`src/coc_pkg.sv`:
```
// shared constants, field layout and reset values of the clock output channel block
package coc_pkg;

  // ----------------------------------------------------------------
  // sizes
  // ----------------------------------------------------------------
  localparam int NUM_CH = 5;
  localparam int WORD_W = 32;
  localparam int BITCNT_W = 6;
  localparam logic [BITCNT_W-1:0] WORD_BITS = 6'h20;
  localparam logic [BITCNT_W-1:0] BITCNT_MAX = 6'h3f;

  // ----------------------------------------------------------------
  // programming word layout: register index in the low nibble
  // ----------------------------------------------------------------
  localparam int ADDR_LSB = 0;
  localparam int ADDR_W = 4;
  localparam int DLY_LSB = 4;
  localparam int DLY_W = 4;
  localparam int DIV_LSB = 8;
  localparam int DIV_W = 8;
  localparam int ON_BIT = 16;
  localparam int MUX_LSB = 17;
  localparam int MUX_W = 2;
  localparam int PECL_BIT = 19;
  localparam int COMP_LSB = 20;
  localparam int TRUE_LSB = 22;
  localparam int LEG_W = 2;
  localparam int SRST_BIT = 17;
  localparam int ALL_ON_BIT = 18;
  localparam int VCO_DIV_LSB = 22;
  localparam int VCO_DIV_W = 4;

  // register indices
  localparam logic [ADDR_W-1:0] ADDR_CH_LAST = 4'h4;
  localparam logic [ADDR_W-1:0] ADDR_SOFT_RESET = 4'h7;
  localparam logic [ADDR_W-1:0] ADDR_GLOBAL = 4'hd;
  localparam logic [ADDR_W-1:0] ADDR_VCO = 4'hf;

  // ----------------------------------------------------------------
  // field codes
  // ----------------------------------------------------------------
  localparam logic [MUX_W-1:0] MUX_BYPASS = 2'h0;
  localparam logic [MUX_W-1:0] MUX_DIVIDED = 2'h1;
  localparam logic [MUX_W-1:0] MUX_DELAYED = 2'h2;
  localparam logic [MUX_W-1:0] MUX_DIV_DLY = 2'h3;
  localparam logic [LEG_W-1:0] LEG_INVERTED = 2'h0;
  localparam logic [LEG_W-1:0] LEG_NORMAL = 2'h1;
  localparam logic [LEG_W-1:0] LEG_LOW = 2'h2;
  localparam logic [LEG_W-1:0] LEG_HIZ = 2'h3;
  localparam logic [DIV_W-1:0] DIV_INVALID = 8'h00;

  // ----------------------------------------------------------------
  // delay reporting, in picoseconds
  // ----------------------------------------------------------------
  localparam int DLY_PS_W = 12;
  localparam int DLY_STEP_PS = 150;
  localparam int DLY_FIXED_PS = 300;
  localparam int DLY_MAX_PS = 2250;
  localparam logic [DLY_PS_W-1:0] DLY_STEP_PS_V = DLY_PS_W'(DLY_STEP_PS);
  localparam logic [DLY_PS_W-1:0] DLY_FIXED_PS_V = DLY_PS_W'(DLY_FIXED_PS);
  localparam logic [DLY_PS_W-1:0] DLY_MAX_PS_V = DLY_PS_W'(DLY_MAX_PS);

  // ----------------------------------------------------------------
  // per-channel configuration and reset values
  // ----------------------------------------------------------------
  typedef struct packed {
    logic [LEG_W-1:0] true_leg_cmos_state;
    logic [LEG_W-1:0] comp_leg_cmos_state;
    logic pecl_swing_select;
    logic [MUX_W-1:0] channel_source_select;
    logic channel_output_on;
    logic [DIV_W-1:0] channel_divide_code;
    logic [DLY_W-1:0] channel_delay_code;
  } coc_chan_cfg_s;

  localparam coc_chan_cfg_s CH_OFF_RST = '{LEG_NORMAL, LEG_NORMAL, 1'b0, MUX_DIVIDED, 1'b0, 8'h01, 4'h0};
  localparam coc_chan_cfg_s CH_START_RST = '{LEG_NORMAL, LEG_NORMAL, 1'b0, MUX_DIVIDED, 1'b1, 8'h06, 4'h0};
  localparam coc_chan_cfg_s [NUM_CH-1:0] CH_RST = {CH_OFF_RST, CH_OFF_RST, CH_START_RST, CH_OFF_RST, CH_OFF_RST};
  localparam logic [NUM_CH-1:0] ON_RST_MASK = 5'h04;
  localparam logic ALL_ON_RST = 1'b1;
  localparam logic [VCO_DIV_W-1:0] VCO_DIV_RST = 4'h2;
  localparam logic GATE_RST = 1'b1;

endpackage : coc_pkg

```
`src/coc_word_if.sv`:
```
// carrier of a fully received programming word from the serial receiver to the core
`timescale 1ns/100ps
interface coc_word_if;
  logic valid;
  logic [coc_pkg::WORD_W-1:0] word;
  modport src (output valid, output word);
  modport dst (input valid, input word);
endinterface : coc_word_if

```
`src/coc_top.sv`:
```
// clock output channel configuration: serial-loaded registers, gating and five channels
// Operation
// - five channel registers, index N drives channel N
// - divide by twice code, zero code invalid
// - bypass passes clock only with even post-divide
// - drive is channel bit AND global bit AND pin
// - gate pin defaults high, channel bits then rule
// - gate pin low forces every output low
// - global bit zero turns all outputs off
// - only channel 2 on after reset
// - channel 2 starts dividing by 12, post-divide 2
// - delay code times 150 ps, up to 2.25 ns
// - delay path adds fixed 300 ps
// - two-bit cmos state per leg
// - swing select: 0 standard, 1 raised
// - source select: bypass, divided, delayed, both
// - soft reset bit restores defaults, clears itself
// - global bit 18 of register 13, default on
`timescale 1ns/100ps
module coc_top (
  input wire logic i_clk,
  input wire logic i_rst,
  input wire logic i_prog_clk,
  input wire logic i_prog_data,
  input wire logic i_prog_latch,
  input wire logic i_global_output_gate_pin,
  input wire logic i_dist_clk,
  output logic [coc_pkg::NUM_CH-1:0] o_output_channel,
  output logic [coc_pkg::NUM_CH-1:0] o_channel_drive,
  output logic [coc_pkg::NUM_CH-1:0] o_true_leg,
  output logic [coc_pkg::NUM_CH-1:0] o_true_leg_oe,
  output logic [coc_pkg::NUM_CH-1:0] o_comp_leg,
  output logic [coc_pkg::NUM_CH-1:0] o_comp_leg_oe,
  output logic [coc_pkg::NUM_CH-1:0] o_high_swing_pecl,
  output logic [coc_pkg::NUM_CH-1:0] o_delay_path_on,
  output logic [coc_pkg::NUM_CH-1:0][coc_pkg::DLY_PS_W-1:0] o_channel_delay_ps
);

  // ----------------------------------------------------------------
  // state
  // ----------------------------------------------------------------
  typedef struct packed {
    logic gate_s1;
    logic gate_s2;
    logic dist_s1;
    logic dist_s2;
    logic dist_prev;
    coc_pkg::coc_chan_cfg_s [coc_pkg::NUM_CH-1:0] chan;
    logic all_outputs_on;
    logic [coc_pkg::VCO_DIV_W-1:0] vco_div;
    logic [coc_pkg::NUM_CH-1:0] drive;
    logic [coc_pkg::NUM_CH-1:0] clk_out;
    logic [coc_pkg::NUM_CH-1:0] true_leg;
    logic [coc_pkg::NUM_CH-1:0] true_oe;
    logic [coc_pkg::NUM_CH-1:0] comp_leg;
    logic [coc_pkg::NUM_CH-1:0] comp_oe;
    logic [coc_pkg::NUM_CH-1:0] swing;
    logic [coc_pkg::NUM_CH-1:0] dly_on;
    logic [coc_pkg::NUM_CH-1:0][coc_pkg::DLY_PS_W-1:0] dly_ps;
  } coc_top_s;

  coc_top_s s_reg;
  coc_top_s s_next;
  logic [coc_pkg::NUM_CH-1:0] div_clk;
  logic [coc_pkg::ADDR_W-1:0] wr_addr;
  logic soft_reset_hit;

  coc_word_if word_bus ();

  // power-on value; gate synchroniser starts high like the pulled-up pin
  function automatic coc_top_s rst_state();
    coc_top_s r;
    r = '0;
    r.gate_s1 = coc_pkg::GATE_RST;
    r.gate_s2 = coc_pkg::GATE_RST;
    r.chan = coc_pkg::CH_RST;
    r.all_outputs_on = coc_pkg::ALL_ON_RST;
    r.vco_div = coc_pkg::VCO_DIV_RST;
    return r;
  endfunction : rst_state

  // unpack one channel word; the bit positions are the same for every channel
  function automatic coc_pkg::coc_chan_cfg_s unpack_chan(input logic [coc_pkg::WORD_W-1:0] w);
    coc_pkg::coc_chan_cfg_s c;
    c.true_leg_cmos_state = w[coc_pkg::TRUE_LSB +: coc_pkg::LEG_W];
    c.comp_leg_cmos_state = w[coc_pkg::COMP_LSB +: coc_pkg::LEG_W];
    c.pecl_swing_select = w[coc_pkg::PECL_BIT];
    c.channel_source_select = w[coc_pkg::MUX_LSB +: coc_pkg::MUX_W];
    c.channel_output_on = w[coc_pkg::ON_BIT];
    c.channel_divide_code = w[coc_pkg::DIV_LSB +: coc_pkg::DIV_W];
    c.channel_delay_code = w[coc_pkg::DLY_LSB +: coc_pkg::DLY_W];
    return c;
  endfunction : unpack_chan

  // leg driver: returns {oe, level}; an off channel drives low unless floated
  function automatic logic [1:0] leg_drive(input logic [1:0] code, input logic clk, input logic on);
    logic [1:0] r;
    r = 2'h0;
    unique case (code)
      coc_pkg::LEG_INVERTED: r = {1'b1, on & ~clk};
      coc_pkg::LEG_NORMAL: r = {1'b1, on & clk};
      coc_pkg::LEG_LOW: r = 2'h2;
      coc_pkg::LEG_HIZ: r = 2'h0;
    endcase
    return r;
  endfunction : leg_drive

  // ----------------------------------------------------------------
  // serial programming port
  // ----------------------------------------------------------------
  coc_serial_rx u_rx (
    .i_clk(i_clk),
    .i_rst(i_rst),
    .i_prog_clk(i_prog_clk),
    .i_prog_data(i_prog_data),
    .i_prog_latch(i_prog_latch),
    .o_word(word_bus)
  );

  // decode of the latched word
  assign wr_addr = word_bus.word[coc_pkg::ADDR_LSB +: coc_pkg::ADDR_W];
  assign soft_reset_hit = word_bus.valid && (wr_addr == coc_pkg::ADDR_SOFT_RESET) && word_bus.word[coc_pkg::SRST_BIT];

  // ----------------------------------------------------------------
  // channel dividers
  // ----------------------------------------------------------------
  // the divider runs from the registered drive, so gating also resets its phase
  for (genvar g = 0; g < coc_pkg::NUM_CH; g++) begin : g_chan
    coc_chan_div u_div (
      .i_clk(i_clk),
      .i_rst(i_rst),
      .i_dist_rise(s_reg.dist_s2 & ~s_reg.dist_prev),
      .i_dist_level(s_reg.dist_s2),
      .i_enable(s_reg.drive[g]),
      .i_div_sel(s_reg.chan[g].channel_source_select[0]),
      .i_bypass_ok(~s_reg.vco_div[0]),
      .i_divide_code(s_reg.chan[g].channel_divide_code),
      .o_clk(div_clk[g])
    );
  end

  // ----------------------------------------------------------------
  // next state
  // ----------------------------------------------------------------
  // writes to reserved indices are ignored; their contents never steer anything
  always_comb begin
    s_next = s_reg;
    s_next.gate_s1 = i_global_output_gate_pin;
    s_next.gate_s2 = s_reg.gate_s1;
    s_next.dist_s1 = i_dist_clk;
    s_next.dist_s2 = s_reg.dist_s1;
    s_next.dist_prev = s_reg.dist_s2;
    if (soft_reset_hit) begin
      // the reset bit is not stored, so it reads back as its power-on zero
      s_next.chan = coc_pkg::CH_RST;
      s_next.all_outputs_on = coc_pkg::ALL_ON_RST;
      s_next.vco_div = coc_pkg::VCO_DIV_RST;
    end else if (word_bus.valid) begin
      if (wr_addr <= coc_pkg::ADDR_CH_LAST) begin
        s_next.chan[wr_addr[2:0]] = unpack_chan(word_bus.word);
      end else if (wr_addr == coc_pkg::ADDR_GLOBAL) begin
        s_next.all_outputs_on = word_bus.word[coc_pkg::ALL_ON_BIT];
      end else if (wr_addr == coc_pkg::ADDR_VCO) begin
        s_next.vco_div = word_bus.word[coc_pkg::VCO_DIV_LSB +: coc_pkg::VCO_DIV_W];
      end
    end
    for (int i = 0; i < coc_pkg::NUM_CH; i++) begin
      // three-way gate; any low term stops the channel
      s_next.drive[i] = s_reg.chan[i].channel_output_on & s_reg.all_outputs_on & s_reg.gate_s2;
      s_next.clk_out[i] = div_clk[i] & s_reg.drive[i];
      {s_next.true_oe[i], s_next.true_leg[i]} =
        leg_drive(s_reg.chan[i].true_leg_cmos_state, div_clk[i], s_reg.drive[i]);
      {s_next.comp_oe[i], s_next.comp_leg[i]} =
        leg_drive(s_reg.chan[i].comp_leg_cmos_state, div_clk[i], s_reg.drive[i]);
      s_next.swing[i] = s_reg.chan[i].pecl_swing_select;
      s_next.dly_on[i] = s_reg.chan[i].channel_source_select[1];
      // the delay itself is analog; the block reports the lag it asks for
      if (s_reg.chan[i].channel_source_select[1]) begin
        s_next.dly_ps[i] = coc_pkg::DLY_PS_W'({8'h00, s_reg.chan[i].channel_delay_code} * coc_pkg::DLY_STEP_PS_V)
          + coc_pkg::DLY_FIXED_PS_V;
      end else begin
        s_next.dly_ps[i] = '0;
      end
    end
  end

  // state register
  always_ff @(posedge i_clk) begin
    if (i_rst) begin
      s_reg <= rst_state();
    end else begin
      s_reg <= s_next;
    end
  end

  // ----------------------------------------------------------------
  // outputs
  // ----------------------------------------------------------------
  assign o_output_channel = s_reg.clk_out;
  assign o_channel_drive = s_reg.drive;
  assign o_true_leg = s_reg.true_leg;
  assign o_true_leg_oe = s_reg.true_oe;
  assign o_comp_leg = s_reg.comp_leg;
  assign o_comp_leg_oe = s_reg.comp_oe;
  assign o_high_swing_pecl = s_reg.swing;
  assign o_delay_path_on = s_reg.dly_on;
  assign o_channel_delay_ps = s_reg.dly_ps;

  // per-channel copies, so a fault on any index is caught
  for (genvar c = 0; c < coc_pkg::NUM_CH; c++) begin : g_chk

  end
endmodule : coc_top

```
`src/coc_serial_rx.sv`:
```
// serial programming port receiver: shifts bits in, hands over a word on the latch edge
`timescale 1ns/100ps
module coc_serial_rx (
  input wire logic i_clk,
  input wire logic i_rst,
  input wire logic i_prog_clk,
  input wire logic i_prog_data,
  input wire logic i_prog_latch,
  coc_word_if.src o_word
);

  typedef struct packed {
    logic clk_s1;
    logic clk_s2;
    logic clk_prev;
    logic dat_s1;
    logic dat_s2;
    logic le_s1;
    logic le_s2;
    logic le_prev;
    logic [coc_pkg::WORD_W-1:0] shift;
    logic [coc_pkg::BITCNT_W-1:0] cnt;
    logic valid;
    logic [coc_pkg::WORD_W-1:0] word;
  } coc_rx_s;

  coc_rx_s s_reg;
  coc_rx_s s_next;

  // ----------------------------------------------------------------
  // next state
  // ----------------------------------------------------------------
  // pins are slow against i_clk; data and clock share equal sync delay so setup holds
  always_comb begin
    s_next = s_reg;
    s_next.clk_s1 = i_prog_clk;
    s_next.clk_s2 = s_reg.clk_s1;
    s_next.clk_prev = s_reg.clk_s2;
    s_next.dat_s1 = i_prog_data;
    s_next.dat_s2 = s_reg.dat_s1;
    s_next.le_s1 = i_prog_latch;
    s_next.le_s2 = s_reg.le_s1;
    s_next.le_prev = s_reg.le_s2;
    s_next.valid = 1'b0;
    // msb first; the last 32 bits before the latch form the word
    if (s_reg.clk_s2 && !s_reg.clk_prev) begin
      s_next.shift = {s_reg.shift[coc_pkg::WORD_W-2:0], s_reg.dat_s2};
      if (s_reg.cnt != coc_pkg::BITCNT_MAX) begin
        s_next.cnt = s_reg.cnt + 6'h01;
      end
    end
    // a short word is dropped so a partial load never reaches the registers
    if (s_reg.le_s2 && !s_reg.le_prev) begin
      s_next.cnt = '0;
      if (s_reg.cnt >= coc_pkg::WORD_BITS) begin
        s_next.valid = 1'b1;
        s_next.word = s_reg.shift;
      end
    end
  end

  // state register
  always_ff @(posedge i_clk) begin
    if (i_rst) begin
      s_reg <= '0;
    end else begin
      s_reg <= s_next;
    end
  end

  assign o_word.valid = s_reg.valid;
  assign o_word.word = s_reg.word;
endmodule : coc_serial_rx

```
`src/coc_chan_div.sv`:
```
// one output channel: even-ratio divider or bypass of the distribution clock
`timescale 1ns/100ps
module coc_chan_div (
  input wire logic i_clk,
  input wire logic i_rst,
  input wire logic i_dist_rise,
  input wire logic i_dist_level,
  input wire logic i_enable,
  input wire logic i_div_sel,
  input wire logic i_bypass_ok,
  input wire logic [coc_pkg::DIV_W-1:0] i_divide_code,
  output logic o_clk
);

  typedef struct packed {
    logic [coc_pkg::DIV_W-1:0] cnt;
    logic phase;
    logic out;
  } coc_div_s;

  coc_div_s s_reg;
  coc_div_s s_next;

  // ----------------------------------------------------------------
  // divider
  // ----------------------------------------------------------------
  // disabled channels restart from zero so re-enabled channels come up aligned
  always_comb begin
    s_next = s_reg;
    if (!i_enable) begin
      s_next = '0;
    end else if (i_div_sel) begin
      if (i_divide_code == coc_pkg::DIV_INVALID) begin
        s_next = '0;
      end else begin
        // phase flips every code rising edges: total ratio is twice the code
        if (i_dist_rise) begin
          if (s_reg.cnt >= i_divide_code - 8'h01) begin
            s_next.cnt = '0;
            s_next.phase = ~s_reg.phase;
          end else begin
            s_next.cnt = s_reg.cnt + 8'h01;
          end
        end
        s_next.out = s_next.phase;
      end
    end else begin
      // bypass only for an even post-divide, otherwise held low
      s_next.cnt = '0;
      s_next.phase = 1'b0;
      s_next.out = i_bypass_ok & i_dist_level;
    end
  end

  // state register
  always_ff @(posedge i_clk) begin
    if (i_rst) begin
      s_reg <= '0;
    end else begin
      s_reg <= s_next;
    end
  end

  assign o_clk = s_reg.out;
endmodule : coc_chan_div

```
`config.mk`:
```
export PLATFORM = sky130hd
export DESIGN_NAME = coc_top
export DESIGN_NICKNAME = d
export VERILOG_FILES = /design/src/coc_pkg.sv /design/src/coc_word_if.sv /design/src/coc_top.sv /design/src/coc_serial_rx.sv /design/src/coc_chan_div.sv
export SDC_FILE = /design/constraint.sdc
export NUM_CORES = 1
export LEC_CHECK = 0
export BUFFER_PORTS_ARGS = -buffer_cell sky130_fd_sc_hd__buf_2
export CORE_UTILIZATION = 40
export CTS_CLUSTER_SIZE = 28
export DETAILED_ROUTE_END_ITERATION = 16
export GPL_ROUTABILITY_DRIVEN = 1
export GPL_TIMING_DRIVEN = 0
export PLACE_DENSITY = 0.66
export SETUP_SLACK_MARGIN = 0.1
export SLEW_MARGIN = 20
export SYNTH_ARGS = -nofsm -noshare
export SYNTH_HDL_FRONTEND = slang
export SYNTH_SLANG_ARGS = --single-unit
```
`constraint.sdc`:
```
create_clock -name i_clk -period 4.1 [get_ports i_clk]
set_input_delay 1.23 -clock i_clk [delete_from_list [all_inputs] [get_ports i_clk]]
set_output_delay 1.23 -clock i_clk [all_outputs]
set_load 0.01 [all_outputs]
```
==> impl_metrics.toml <==
[yosys]
ys_types = 60
yosys_warnings = 0
ys_ff_latch = 315
synthesis.area_um2 = 15400
yosys.area.top_type = "dfxtp_1"
ys_top_cells_by_count = "361 x nand2_1, 315 x dfxtp_1, 199 x a21oi_1"
synth_edf_count = 0
synth_seq_area_share_pct = 40.8
synth_most_common_cell = "nand2_1"
synth_ff_type = "dfxtp_1"
synth_top_area_share_pct = 40.8
syn_area_per_cell_um2 = 8.38
ys_top_cells_by_area = "dfxtp_1 41%, ha_1 10%, nand2_1 8.8%"
synthArstFlopShare_pct = 0
netlist_instances = 1842

[finish]
final_area_um2 = 17900
instances_no_fill = 2522
area_growth_pct = 15.8
num-nets-final = 2123
diodes = 0
drive_above_1_share_pct = 14.4
largest_register_ffs = 94
finish.utilization_pct = 47.3

[setup_path]
crit_required_ns = 4.48
crit_path_top_delay_cell = "dfxtp_1"
end_kind = "register"
crit_type = "register to register"
crit_path_start = "s_reg[167]$_SDFFE_PP0P_"
crit_family = "adder cells"
path_max_fanout = 9
arrival_ns = 3.32
crit_chain = "ha_1, inv_1, fa_1, inv_1, ha_1, and4b_1, a211oi_2, nor4b_2, o22ai_1, xnor2_1, nor2_1"
r2r-start = "s_reg[167]$_SDFFE_PP0P_"
start_kind = "register"
critPathBufInv = 2
cpPeakStageDelay_ns = 0.42

[power]
netSwitchingFraction_pct = 20.8
p_leak_nw = 7.45
p_clk_share_pct = 51.7
p_switching_mw = 1.37
peakVddDrop_mv = 0.213
power.share.combinational_pct = 1.8
p_seq_share_pct = 46.6
powerDensity_nw_per_um2 = 370
p_int_mw = 5.24

[die]
rows = 71
ios = 107
fp.dieW_um = 198
die_area_um2 = 39400
initial_core_util_pct = 40.8
core_um2 = 37800
die_y_um = 198

[sta]
hold_viol = 0
finalSetupViolCount = 0
max_freq_ghz = 0.340
layout_setup_ws_ns = 1.16
fin_crit_sh_pct = 71.7
tightest_slew_ns = 0.686
slew_headroom_pct = 54.3
maxSlewViolCount = 0
min_period_ns = 2.94
rsz0062_at_grt = "false"
fin_tns_setup_ns = 0
skew_ns = 0.0186

[placement]
portBuffers = 101
gp_congestion = 0.860
numPlacedInstances = 2458
place_ws_ns = 0.860
place_area_um2 = 16600
hpwl_mm = 27.2

[cts]
holdBufCountCts = 0
clk_latency_ns = 0.52
cts_tree = "done"
numCtsBuffers = 35
postCtsSetupBuffers = 0
root_buffer = "clkbuf_16"
clockBufferDepth = 3
cts.sinks = 315
path_clk_slew_ns = 0.06
h-tree-depth = 2
postCtsResizedCells = 0

[grt]
grt_pass1_vias = 12100
track_usage_pct = 18.5
grt_overflow = 0
grt_start_max_net_pins = 14
antenna_found_initial = 0
grt_pass1_wl_mm = 59.0

[min_path]
hold_path_class = "register to register"
min_from = "u_rx.s_next[74]$_SDFF_PP0_"

[routing]
routed-via-count = 12600
ant_nets = 0
drtIter0Drc = 573
drc = 0
vias_per_cell = 4.99
first_pass_iters = 5
routed_wl_mm = 36.0
avgRoutedWirePerCell_um = 14.3

[run_status]
status = "finished, final reports clean"

[job]
max-cap-violations = 0
==> layer usage <==
layer	vias up	track usage, %	share of wire (%)
li1	6362	-	-
met1	5868	23.6	45
met2	280	31.9	47
met3	68	2.80	5.0
met4	0	6.24	2.6
met5	-	0	0
==> cell families (layout without fill, tap and decap cells) <==
logic type | Yosys count | in the layout | share of synthesized area, %
and+or+nand+nor | 714 | 714 | 20.9
AOI/OAI and AO/OA | 321 | 321 | 12.0
DFF | 315 | 315 | 40.8
buffers and inverters | 240 | 405 | 8.32
adders and majority gates | 132 | 132 | 10.9
xor gates and xnor gates | 117 | 117 | 6.83
muxes | 2 | 2 | 0.138
other | 1 | 5 | 0.0243
==> worst register-to-register path, delay by kind of cell, from the launching register on <==
| family | cells | cell delay, ns |
|---|---|---|
| AO/OA/AOI/OAI | 2 | 0.48 |
| adder cells (fa/ha/maj) | 3 | 0.96 |
| XOR/XNOR | 1 | 0.17 |
| AND/OR/NAND/NOR | 3 | 0.66 |
| buffers and inverters | 2 | 0.11 |
| flip-flops | 1 | 0.42 |
==> cell type report <==
class | count | area [µm²]
tap | 511 | 639
clock inverter | 14 | 221
inverter | 77 | 289
multi-input combinational | 1291 | 7860
buffer | 163 | 995
fill | 3679 | 20000
timing repair buffer | 101 | 505
clock buffer | 50 | 1060
sequential | 315 | 6310
==> power groups by stage <==
stage	Combinational (mW)	Sequential (mW)	Clock, mW
2_1_floorplan	0.0742	3.14	0
5_1_grt	0.128	3.08	3.62
4_1_cts	0.117	3.08	3.48
6_report	0.117	3.08	3.42
3_3_place_gp	0.116	3.15	0
3_5_place_dp	0.117	3.15	0
==> through the flow <==
stage / hold WS [ns] / total power [mW]
4_1_cts: 0.443 / 6.68
2_1_floorplan: 0.389 / 3.22
3_5_place_dp: 0.431 / 3.26
5_1_grt: 0.449 / 6.83
6_report: 0.441 / 6.61
3_3_place_gp: 0.424 / 3.26
==> layout by cell type, fill, tap and decap left out, types with 30 or more instances in the layout <==
cell / count
ha_1: 127
o21ai_0: 50
dfxtp_1: 315
clkbuf_16: 36
clkbuf_1: 57
xor2_1: 61
buf_2: 104
xnor2_1: 52
nand2_1: 361
nor3_1: 30
buf_4: 101
inv_1: 76
nand2b_1: 30
a21oi_1: 199
nor2_1: 123
nand3_1: 51
==> worst paths after layout <==
kind                                                          end  slack [ns]  depth (start not counted)
worst max-delay path            o_channel_delay_ps[46]$_SDFF_PP0_        1.16                         11
worst min-delay path                    u_rx.s_reg[74]$_SDFF_PP0_        0.44                          1
worst max register to register  o_channel_delay_ps[46]$_SDFF_PP0_        1.16                         11
worst min register to register          u_rx.s_reg[74]$_SDFF_PP0_        0.44                          1
Power figures use the tool's default switching activity.
